[src/fs_defines.svh]
// Constants of the fail-safe release, standby and self-test block.
// Assumes a 20 MHz clock and the register port of the fail-safe logic.
// How it works
// - Safe output released only if logic and both analog self-test flags are 1.
// - Release also needs the fault error count at zero.
// - Release key must equal the watchdog seed reversed and inverted.
// - Safe output held high while driven low flagged after 500 us filter.
// - Configurable faults assert safe output per reaction bits written in init.
// - Polarity setting selects standby active high or active low.
// - Standby input works only when its enable setting is set.
// - Standard path: pin alone enters standby; safety path needs request first.
// - Safety path with window enabled times request to pin transition.
// - Window field: 0 off, 1-3 reserved, 4-15 from 60 us to 10 ms.
// - Window field writable only in init phase, later writes ignored.
// - Logic self-test runs after power-on and every wake-up.
// - Logic self-test fail releases reset and power-good, safe output stays low.
// - Logic self-test lasts 3 ms, never above 5 ms.
// - First analog self-test runs after power-on and wake, checks assigned monitors.
// - After init, per-monitor select bits request the second analog self-test.
// - Analog self-test fail keeps safe output low; both results readable.
// - On wake, reset or power-good pin low is a first analog self-test error.
// - First analog test covers oscillator, digital supply and pin shorts always.
// - Delay setting adds 5 ms before reset and power-good release.
// - Fault error count starts at one after power-on and wake.
// - Window violation increments count, pulses reset, leaves safe output alone.
// - Reset released only after power-good release and first analog test.
`ifndef FS_DEFINES_SVH
`define FS_DEFINES_SVH
`define CLK_MHZ 20
`define LOGIC_SELFTEST_US 3000
`define ABIST_US 200
`define RDELAY_US 5000
`define SHORT_US 500
`define RPULSE_US 1000
`define TMR_W 18
`define CNT_INIT 4'h1
`define CNT_MAX 4'hf
`define CNT_ZERO 4'h0
`define WIN_DEFAULT 4'ha
`define WIN_FIRST 4'h4
`define ADR_REACT 6'h01
`define ADR_AB2 6'h05
`define ADR_SAFEIN 6'h09
`define ADR_KEY 6'h14
`define ADR_IOS 6'h15
`define ADR_DIAG 6'h16
`define IOS_REQ 0
`define IOS_SAFE 1
`define DIAG_LB 0
`define DIAG_AB1 1
`define DIAG_AB2 2
`define DIAG_SH 3
`define DIAG_CNT 7:4
`endif

[src/fs_pkg.sv]
// Types of the fail-safe release, standby and self-test block.
// Assumes fs_defines.svh for widths.
`include "fs_defines.svh"
package fs_pkg;
  typedef enum logic [5:0] {
    ST_LOGIC_SELFTEST  = 6'h01,
    ST_ANALOG_SELFTEST_FIRST = 6'h02,
    ST_DELAY  = 6'h04,
    ST_RUN    = 6'h08,
    ST_RPULSE = 6'h10,
    ST_STANDBY_IN   = 6'h20
  } state_t;
  typedef struct packed {
    state_t            state;
    logic [`TMR_W-1:0] timer;
    logic [`TMR_W-1:0] win_tmr;
    logic [`TMR_W-1:0] sh_tmr;
    logic [3:0]        cnt;
    logic              logic_selftest_ok;
    logic              ab1_ok;
    logic              ab2_ok;
    logic [3:0]        ab2_sel;
    logic [3:0]        win_dur;
    logic [7:0]        react;
    logic              standby_request_bit;
    logic              safe_low;
    logic              rst_low;
    logic              pg_low;
    logic              standby_in_enter;
    logic              standby_in_prev;
    logic              wake;
    logic              sh_flag;
    logic              od_lvl;
    logic [15:0]       rd_data;
    logic [1:0]        standby_in_s;
    logic [1:0]        safe_s;
    logic [1:0]        rst_s;
    logic [1:0]        pg_s;
  } fs_state_t;
endpackage

[src/failsafe_release_standby_bist.sv]
// Fail-safe release, standby entry and self-test sequencing.
// Assumes a register port decoded from the serial bus and open-drain pads outside.
`timescale 1ns/1ns
`default_nettype none
`include "fs_defines.svh"
module failsafe_release_standby_bist
  import fs_pkg::*;
#(
  parameter int LOGIC_SELFTEST_CYC  = `LOGIC_SELFTEST_US * `CLK_MHZ,
  parameter int DELAY_CYC  = `RDELAY_US * `CLK_MHZ,
  parameter int SHORT_CYC  = `SHORT_US * `CLK_MHZ,
  parameter int RPULSE_CYC = `RPULSE_US * `CLK_MHZ
) (
  input  wire logic        clk_i,
  input  wire logic        rst_b_i,
  input  wire logic        reg_wr_i,
  input  wire logic        reg_rd_i,
  input  wire logic [5:0]  reg_addr_i,
  input  wire logic [15:0] reg_wdata_i,
  output var  logic [15:0] reg_rdata_o,
  input  wire logic [15:0] watchdog_seed_value_i,
  input  wire logic        failsafe_init_phase_i,
  input  wire logic        err_cnt_dec_i,
  input  wire logic [7:0]  fault_i,
  input  wire logic        wake_i,
  input  wire logic        logic_selftest_fail_i,
  input  wire logic [3:0]  monitor_fail_i,
  input  wire logic        osc_fail_i,
  input  wire logic        digital_supply_ov_i,
  input  wire logic [3:0]  analog_selftest_first_assign_cfg_i,
  input  wire logic        standby_polarity_cfg_i,
  input  wire logic        standby_enable_cfg_i,
  input  wire logic        standby_safety_path_disable_cfg_i,
  input  wire logic        standby_window_enable_cfg_i,
  input  wire logic        reset_release_delay_cfg_i,
  input  wire logic        standby_in_i,
  input  wire logic        safe_state_in_i,
  input  wire logic        reset_in_n_i,
  input  wire logic        power_good_in_i,
  output var  logic        safe_state_out_o,
  output var  logic        safe_state_out_oe_o,
  output var  logic        reset_out_n_o,
  output var  logic        reset_out_n_oe_o,
  output var  logic        power_good_out_o,
  output var  logic        power_good_out_oe_o,
  output var  logic        standby_enter_o
);
  localparam int ABIST_CYC = `ABIST_US * `CLK_MHZ;
  localparam logic [`TMR_W-1:0] LB_END = `TMR_W'(LOGIC_SELFTEST_CYC - 1);
  localparam logic [`TMR_W-1:0] AB_END = `TMR_W'(ABIST_CYC - 1);
  localparam logic [`TMR_W-1:0] DL_END = `TMR_W'(DELAY_CYC - 1);
  localparam logic [`TMR_W-1:0] SH_END = `TMR_W'(SHORT_CYC - 1);
  localparam logic [`TMR_W-1:0] RP_END = `TMR_W'(RPULSE_CYC - 1);

  fs_state_t q_r;
  fs_state_t q_nxt;
  logic [15:0] key_exp;

  // ----------------------------------------
  // Window decode
  // ----------------------------------------
  function automatic logic [`TMR_W-1:0] win_cycles(input logic [3:0] dur);
    logic [`TMR_W-1:0] c;
    c = '0;
    case (dur)
      4'h4: c = `TMR_W'(60 * `CLK_MHZ);
      4'h5: c = `TMR_W'(80 * `CLK_MHZ);
      4'h6: c = `TMR_W'(100 * `CLK_MHZ);
      4'h7: c = `TMR_W'(200 * `CLK_MHZ);
      4'h8: c = `TMR_W'(300 * `CLK_MHZ);
      4'h9: c = `TMR_W'(500 * `CLK_MHZ);
      4'ha: c = `TMR_W'(1000 * `CLK_MHZ);
      4'hb: c = `TMR_W'(2000 * `CLK_MHZ);
      4'hc: c = `TMR_W'(3000 * `CLK_MHZ);
      4'hd: c = `TMR_W'(5000 * `CLK_MHZ);
      4'he: c = `TMR_W'(8000 * `CLK_MHZ);
      4'hf: c = `TMR_W'(10000 * `CLK_MHZ);
      default: c = '0;
    endcase
    return c;
  endfunction

  // ----------------------------------------
  // Expected release key
  // ----------------------------------------
  for (genvar i = 0; i < 16; i++) begin : g_key
    assign key_exp[i] = ~watchdog_seed_value_i[15-i];
  end

  // ----------------------------------------
  // Next state
  // ----------------------------------------
  always_comb begin
    logic standby_in_lvl;
    logic standby_in_edge;
    logic inc;
    logic viol;
    logic win_on;
    logic ab1_err;
    logic wr_key;
    standby_in_lvl = 1'b0;
    standby_in_edge = 1'b0;
    inc = 1'b0;
    viol = 1'b0;
    win_on = 1'b0;
    ab1_err = 1'b0;
    wr_key = 1'b0;
    q_nxt = q_r;
    q_nxt.standby_in_enter = 1'b0;
    q_nxt.od_lvl = 1'b0;
    q_nxt.standby_in_s = {q_r.standby_in_s[0], standby_in_i};
    q_nxt.safe_s = {q_r.safe_s[0], safe_state_in_i};
    q_nxt.rst_s = {q_r.rst_s[0], reset_in_n_i};
    q_nxt.pg_s = {q_r.pg_s[0], power_good_in_i};
    standby_in_lvl = standby_polarity_cfg_i ? q_r.standby_in_s[1] : ~q_r.standby_in_s[1];
    q_nxt.standby_in_prev = standby_in_lvl;
    standby_in_edge = standby_enable_cfg_i & standby_in_lvl & ~q_r.standby_in_prev;
    win_on = standby_window_enable_cfg_i & (q_r.win_dur >= `WIN_FIRST);
    ab1_err = osc_fail_i | digital_supply_ov_i | q_r.safe_s[1];
    ab1_err = ab1_err | (|(monitor_fail_i & analog_selftest_first_assign_cfg_i));
    if (q_r.wake) begin
      ab1_err = ab1_err | ~q_r.rst_s[1] | ~q_r.pg_s[1];
    end else begin
      ab1_err = ab1_err | q_r.rst_s[1] | q_r.pg_s[1];
    end
    case (q_r.state)
      ST_LOGIC_SELFTEST: begin
        q_nxt.timer = q_r.timer + 1'b1;
        if (q_r.timer == LB_END) begin
          q_nxt.logic_selftest_ok = ~logic_selftest_fail_i;
          q_nxt.timer = '0;
          q_nxt.state = ST_ANALOG_SELFTEST_FIRST;
        end
      end
      ST_ANALOG_SELFTEST_FIRST: begin
        q_nxt.timer = q_r.timer + 1'b1;
        if (q_r.timer == AB_END) begin
          q_nxt.ab1_ok = ~ab1_err;
          q_nxt.timer = '0;
          if (reset_release_delay_cfg_i) begin
            q_nxt.state = ST_DELAY;
          end else begin
            q_nxt.state = ST_RUN;
            q_nxt.pg_low = 1'b0;
          end
        end
      end
      ST_DELAY: begin
        q_nxt.timer = q_r.timer + 1'b1;
        if (q_r.timer == DL_END) begin
          q_nxt.timer = '0;
          q_nxt.state = ST_RUN;
          q_nxt.pg_low = 1'b0;
        end
      end
      ST_RUN: begin
        if (!q_r.pg_low) begin
          q_nxt.rst_low = 1'b0;
        end
        if (q_r.standby_request_bit && win_on && !standby_safety_path_disable_cfg_i) begin
          q_nxt.win_tmr = q_r.win_tmr + 1'b1;
          if (q_r.win_tmr >= win_cycles(q_r.win_dur)) begin
            viol = 1'b1;
          end
        end
        if (viol) begin
          inc = 1'b1;
          q_nxt.standby_request_bit = 1'b0;
          q_nxt.win_tmr = '0;
          q_nxt.rst_low = 1'b1;
          q_nxt.timer = '0;
          q_nxt.state = ST_RPULSE;
        end else if (standby_in_edge && (standby_safety_path_disable_cfg_i || q_r.standby_request_bit)) begin
          q_nxt.standby_in_enter = 1'b1;
          q_nxt.standby_request_bit = 1'b0;
          q_nxt.win_tmr = '0;
          q_nxt.safe_low = 1'b1;
          q_nxt.state = ST_STANDBY_IN;
        end
      end
      ST_RPULSE: begin
        q_nxt.timer = q_r.timer + 1'b1;
        if (q_r.timer == RP_END) begin
          q_nxt.timer = '0;
          q_nxt.state = ST_RUN;
        end
      end
      ST_STANDBY_IN: begin
        if (wake_i) begin
          q_nxt.wake = 1'b1;
          q_nxt.cnt = `CNT_INIT;
          q_nxt.logic_selftest_ok = 1'b0;
          q_nxt.ab1_ok = 1'b0;
          q_nxt.ab2_ok = 1'b0;
          q_nxt.timer = '0;
          q_nxt.state = ST_LOGIC_SELFTEST;
        end
      end
      default: begin
        q_nxt.state = ST_LOGIC_SELFTEST;
        q_nxt.timer = '0;
      end
    endcase
    // Register writes
    wr_key = reg_wr_i && (reg_addr_i == `ADR_KEY);
    if (wr_key && (reg_wdata_i == key_exp) && q_r.state == ST_RUN && !q_r.rst_low) begin
      if (q_r.logic_selftest_ok && q_r.ab1_ok && q_r.ab2_ok) begin
        if (q_r.cnt == `CNT_ZERO) begin
          q_nxt.safe_low = 1'b0;
        end
      end
    end
    if (reg_wr_i && reg_addr_i == `ADR_REACT && failsafe_init_phase_i) begin
      q_nxt.react = reg_wdata_i[7:0];
    end
    if (reg_wr_i && reg_addr_i == `ADR_SAFEIN && failsafe_init_phase_i) begin
      q_nxt.win_dur = reg_wdata_i[3:0];
    end
    if (reg_wr_i && reg_addr_i == `ADR_AB2 && !failsafe_init_phase_i) begin
      q_nxt.ab2_sel = reg_wdata_i[3:0];
      q_nxt.ab2_ok = ~|(reg_wdata_i[3:0] & monitor_fail_i);
    end
    if (reg_wr_i && reg_addr_i == `ADR_IOS && reg_wdata_i[`IOS_REQ]) begin
      q_nxt.standby_request_bit = 1'b1;
      q_nxt.win_tmr = '0;
    end
    // Configured faults and short to high
    if (|(fault_i & q_r.react)) begin
      q_nxt.safe_low = 1'b1;
      inc = 1'b1;
    end
    if (q_r.safe_low && q_r.safe_s[1]) begin
      if (q_r.sh_tmr == SH_END) begin
        if (!q_r.sh_flag) begin
          inc = 1'b1;
        end
        q_nxt.sh_flag = 1'b1;
      end else begin
        q_nxt.sh_tmr = q_r.sh_tmr + 1'b1;
      end
    end else begin
      q_nxt.sh_tmr = '0;
    end
    // Fault error count, increment wins over decrement
    if (q_r.state == ST_STANDBY_IN && wake_i) begin
      q_nxt.cnt = `CNT_INIT;
    end else if (inc) begin
      if (q_r.cnt != `CNT_MAX) begin
        q_nxt.cnt = q_r.cnt + 1'b1;
      end
    end else if (err_cnt_dec_i && q_r.cnt != `CNT_ZERO) begin
      q_nxt.cnt = q_r.cnt - 1'b1;
    end
    // Register reads
    if (reg_rd_i) begin
      q_nxt.rd_data = '0;
      case (reg_addr_i)
        `ADR_REACT: q_nxt.rd_data[7:0] = q_r.react;
        `ADR_AB2: q_nxt.rd_data[3:0] = q_r.ab2_sel;
        `ADR_SAFEIN: q_nxt.rd_data[3:0] = q_r.win_dur;
        `ADR_IOS: begin
          q_nxt.rd_data[`IOS_REQ] = q_r.standby_request_bit;
          q_nxt.rd_data[`IOS_SAFE] = q_r.safe_low;
        end
        `ADR_DIAG: begin
          q_nxt.rd_data[`DIAG_LB] = q_r.logic_selftest_ok;
          q_nxt.rd_data[`DIAG_AB1] = q_r.ab1_ok;
          q_nxt.rd_data[`DIAG_AB2] = q_r.ab2_ok;
          q_nxt.rd_data[`DIAG_SH] = q_r.sh_flag;
          q_nxt.rd_data[`DIAG_CNT] = q_r.cnt;
        end
        default: q_nxt.rd_data = '0;
      endcase
    end
  end

  // ----------------------------------------
  // State register
  // ----------------------------------------
  always_ff @(posedge clk_i or negedge rst_b_i) begin
    if (!rst_b_i) begin
      q_r <= '0;
      q_r.state <= ST_LOGIC_SELFTEST;
      q_r.cnt <= `CNT_INIT;
      q_r.win_dur <= `WIN_DEFAULT;
      q_r.safe_low <= 1'b1;
      q_r.rst_low <= 1'b1;
      q_r.pg_low <= 1'b1;
    end else begin
      q_r <= q_nxt;
    end
  end

  assign reg_rdata_o = q_r.rd_data;
  assign safe_state_out_o = q_r.od_lvl;
  assign safe_state_out_oe_o = q_r.safe_low;
  assign reset_out_n_o = q_r.od_lvl;
  assign reset_out_n_oe_o = q_r.rst_low;
  assign power_good_out_o = q_r.od_lvl;
  assign power_good_out_oe_o = q_r.pg_low;
  assign standby_enter_o = q_r.standby_in_enter;
endmodule
`default_nettype wire

[config.mk]
export PLATFORM = sky130hd
export DESIGN_NAME = failsafe_release_standby_bist
export DESIGN_NICKNAME = d
export VERILOG_FILES = /design/src/fs_pkg.sv /design/src/failsafe_release_standby_bist.sv
export VERILOG_INCLUDE_DIRS = /design/src /design/src/src
export SDC_FILE = /design/constraint.sdc
export NUM_CORES = 1
export LEC_CHECK = 0
export ABC_AREA = 1
export BUFFER_PORTS_ARGS = -buffer_cell sky130_fd_sc_hd__buf_2
export CAP_MARGIN = 20
export CORE_AREA = 10 10 157 217
export CTS_CLUSTER_DIAMETER = 150
export CTS_CLUSTER_SIZE = 25
export DETAILED_ROUTE_END_ITERATION = 8
export DIE_AREA = 0 0 167 227
export MAX_ROUTING_LAYER = met4
export SETUP_SLACK_MARGIN = 0.1
export SKIP_CTS_REPAIR_TIMING = 1
export SLEW_MARGIN = 5
export SYNTH_ARGS = -nofsm -noshare
export SYNTH_HDL_FRONTEND = slang
export SYNTH_SLANG_ARGS = --single-unit
[constraint.sdc]
create_clock -name clk_i -period 3.1 [get_ports clk_i]
set_input_delay 0.62 -clock clk_i [delete_from_list [all_inputs] [get_ports clk_i]]
set_output_delay 0.62 -clock clk_i [all_outputs]
set_load 0.05 [all_outputs]
==> run_results.csv <==
group,metric,value,unit
setup_path,cp.depth,19,
finish,drive_above_1_share,14.3,%
drt,drc,0,
synth,syn_inst,1028,
synth,ys_seq_elements,107,
setup_path,cp_slowest_stage_delay,590,ps
drt,via_per_inst,4.66,
clock_network,cts_tree,"yes",
synth,synth.area.top_cells,"dfrtp_1 (34%), nand2_1 (13%), inv_1 (6.0%)",
setup_path,path_cells,"inv_2 -> ha_1 -> inv_1 -> nand2_1 -> o21ai_0 -> a22oi_1 -> ha_1 -> nand2_1 -> nand2_1 -> nand2_1 -> nand2_1 -> a21oi_2 -> nand3_2 -> nand2_4 -> buf_12 -> nand2_1 -> nor2_1 -> nand3_1 -> nand2_1",
floorplanning,die_w,167,um
synth,synthTopCellsByCount,"nand2_1 (253), inv_1 (118), nor2_1 (114)",
setup_path,crit_top_cell,"nand2_1",
synth,seq_area_frac_synth,36.3,%
synth,async_reset_ff_share,100,%
sta,finalSetupTns,0,ps
floorplanning,rows,75,
synth,synth_most_common_cell,"nand2_1",
setup_path,crit_fanout,9,
min_path,holdCritPathClass,"primary input to async pin",
sta,worst_pin_slew,540,ps
synth,yosys.area.top_type_share,33.8,%
synth,syn_avg_cell_area,7.21,um2
drt,drt_iter0_markers,490,
synth,yosysTopAreaCell,"dfrtp_1",
global_route,overflow,0,
synth,synth.distinct_cells,54,
setup_path,critPathKind,"flop to flop",
setup_path,setup.worst_path.end_class,"flop",
finish,postLayoutCellArea,8620,um2
place,dp_cells,1477,
sta,fin_crit,2750,ps
clock_network,cts_buffers,9,
power,powerDensity,409,nW/um2
sta,slew_viol_final,0,
setup_path,cp_num_buf_inv,3,
global_route,track_usage,11.8,%
clock_network,numClockSinks,107,
sta,finalHoldViolCount,0,
finish,syn_to_final_growth,16.3,%
sta,fmax,0.363,GHz
clock_network,clk_pin_slew,80,ps
place,place_area,8180,um2
floorplanning,coreArea,29900,um2
drt,vias,6974,
floorplanning,num_io_pins,96,
sta,finalSetupViolCount,0,
setup_path,required,3400,ps
drt,dr.pass1.iters,5,
finish,diodes,0,
clock_network,cts_max_level,3,
setup_path,worst_setup_path_start_kind,"flop",
synth,synth_edf_count,0,
global_route,grt_pass1_vias,6931,
synth,syn-cell-area,7410,um2
global_route,grt_max_degree,72,
outcome,outcome,"complete, no violations",
floorplanning,fp.dieH,227,um
clock_network,clkLatencyLatePin,360,ps
job,drv_cap,0,
place,dp.final_hpwl,17200,um
setup_path,arrival,3050,ps
sta,grt_setup_unrepaired,"no",
clock_network,ctsRootBufferMaster,"clkbuf_16",
power,vdd_drop_max,0.000225,V
drt,wl_per_cell,14.9,um
place,io_buffers,84,
finish,finalNetCount,1207,
power,power_leakage,0.00411,uW
synth,synth_flop_cell,"dfrtp_1",
setup_path,path_delay_family,"simple AND/OR/NAND/NOR gates",
global_route,antenna_found_initial,0,
sta,relSlewSlack,63.7,%
global_route,grt_first_pass_wirelength,35900,um
setup_path,cp_slowest_cell,"dfstp_2",
setup_path,rr_worst_depth,19,
synth,synth_warnings,0,
floorplanning,die-area,37900,um2
finish,final_cells,1496,
drt,ant_nets,0,
sta,clock_skew,14.0,ps
floorplanning,start_util,24.8,%
clock_network,cts_max_path_buffers,2,
place,globalplace.congestion,0.931,
drt,wl,22400,um
finish,n_fill_cell,3208,
sta,fin_crit_sh,88.9,%
[cell usage in the layout (no fill, tap or decap), types with 4 or more instances in the layout]
master and instances:
nor2_2 5, dfrtp_1 100, nor3_1 28, nand3b_1 4, nand2_1 250, o21ai_1 4, dfstp_2 7, nor2_1 114
xor2_1 30, buf_4 6, conb_1 11, inv_1 117, ha_1 28, o21ai_0 73, o211ai_1 5, mux2_2 4
nand2_4 5, nand4_1 42, nor4_1 4, nand3_1 73, clkbuf_16 10, nand2_2 4, inv_2 8, a31oi_1 11
nand3_2 4, buf_2 83, xnor2_1 13, a21oi_1 17
[final timing paths]
check,from,end,slack (ps)
setup / recovery,q_r[42],q_r[74],350
hold / removal,rst_b_i,q_nxt[5],220
setup reg to reg,q_r[42],q_r[74],350
hold reg to reg,q_nxt[7],q_r[7],350
max in group asynchronous,rst_b_i,reset_out_n_oe_o,2100
min in group clk_i,q_nxt[7],q_r[7],350
[state kept, by name, indices dropped and copies added, names as in the netlist]
name and count:
reset_out_n_oe_o 1, safe_state_out_oe_o 1, q_nxt 4, power_good_out_oe_o 1, reg_rdata_o 8, standby_enter_o 1
q_r 91
[routing by layer]
| metal | wire (um) | global-route usage [%] | up-vias |
|---|---|---|---|
| li1 | - | - | 3516 |
| met1 | 9360 | 13.2 | 3308 |
| met2 | 11900 | 21.3 | 121 |
| met3 | 582 | 1.45 | 29 |
| met4 | 477 | 4.00 | 0 |
| met5 | 0 | - | - |
[logic make-up (layout without fill, tap and decap cells)]
family | Yosys count | after routing | synth area share [%]
mux | 4 | 4 | 0.608
buf+inv | 163 | 235 | 9.59
flops | 107 | 107 | 36.3
fa+ha+maj | 28 | 28 | 4.73
compound gates | 132 | 132 | 10.2
simple gates | 550 | 551 | 33.5
xor+xnor | 43 | 43 | 5.08
other cells | 1 | 11 | 0.0506
[layout make-up]
class | count | area [um2] | area share (%)
clock inverter | 6 | 96.3 | 1.12
tap | 385 | 482 | 5.59
sequential | 107 | 2690 | 31.2
timing repair buffer | 92 | 526 | 6.10
multi-input combinational | 769 | 4110 | 47.7
inverter | 127 | 477 | 5.53
clock buffer | 10 | 239 | 2.77
[per-stage QoR]
step / utilization, % / setup WS, ps / power, uW / hold slack [ps]
final: 28.8 / 345 / 3520 / 224
after global placement: 27.3 / 230 / 2200 / 333
after floorplan: - / 556 / 2010 / 324
after detailed placement: 27.3 / 193 / 2220 / 335
after CTS: 28.4 / 182 / 3530 / 246
after global routing: 28.8 / 106 / 3720 / 268
[where the power goes]
part           switching (uW)  internal, uW  total (uW)
Sequential               84.6          1480        1560
Combinational             410           235         645
Clock                     573           741        1310
Total                    1070          2450        3520
Power figures use the tool's default switching activity.
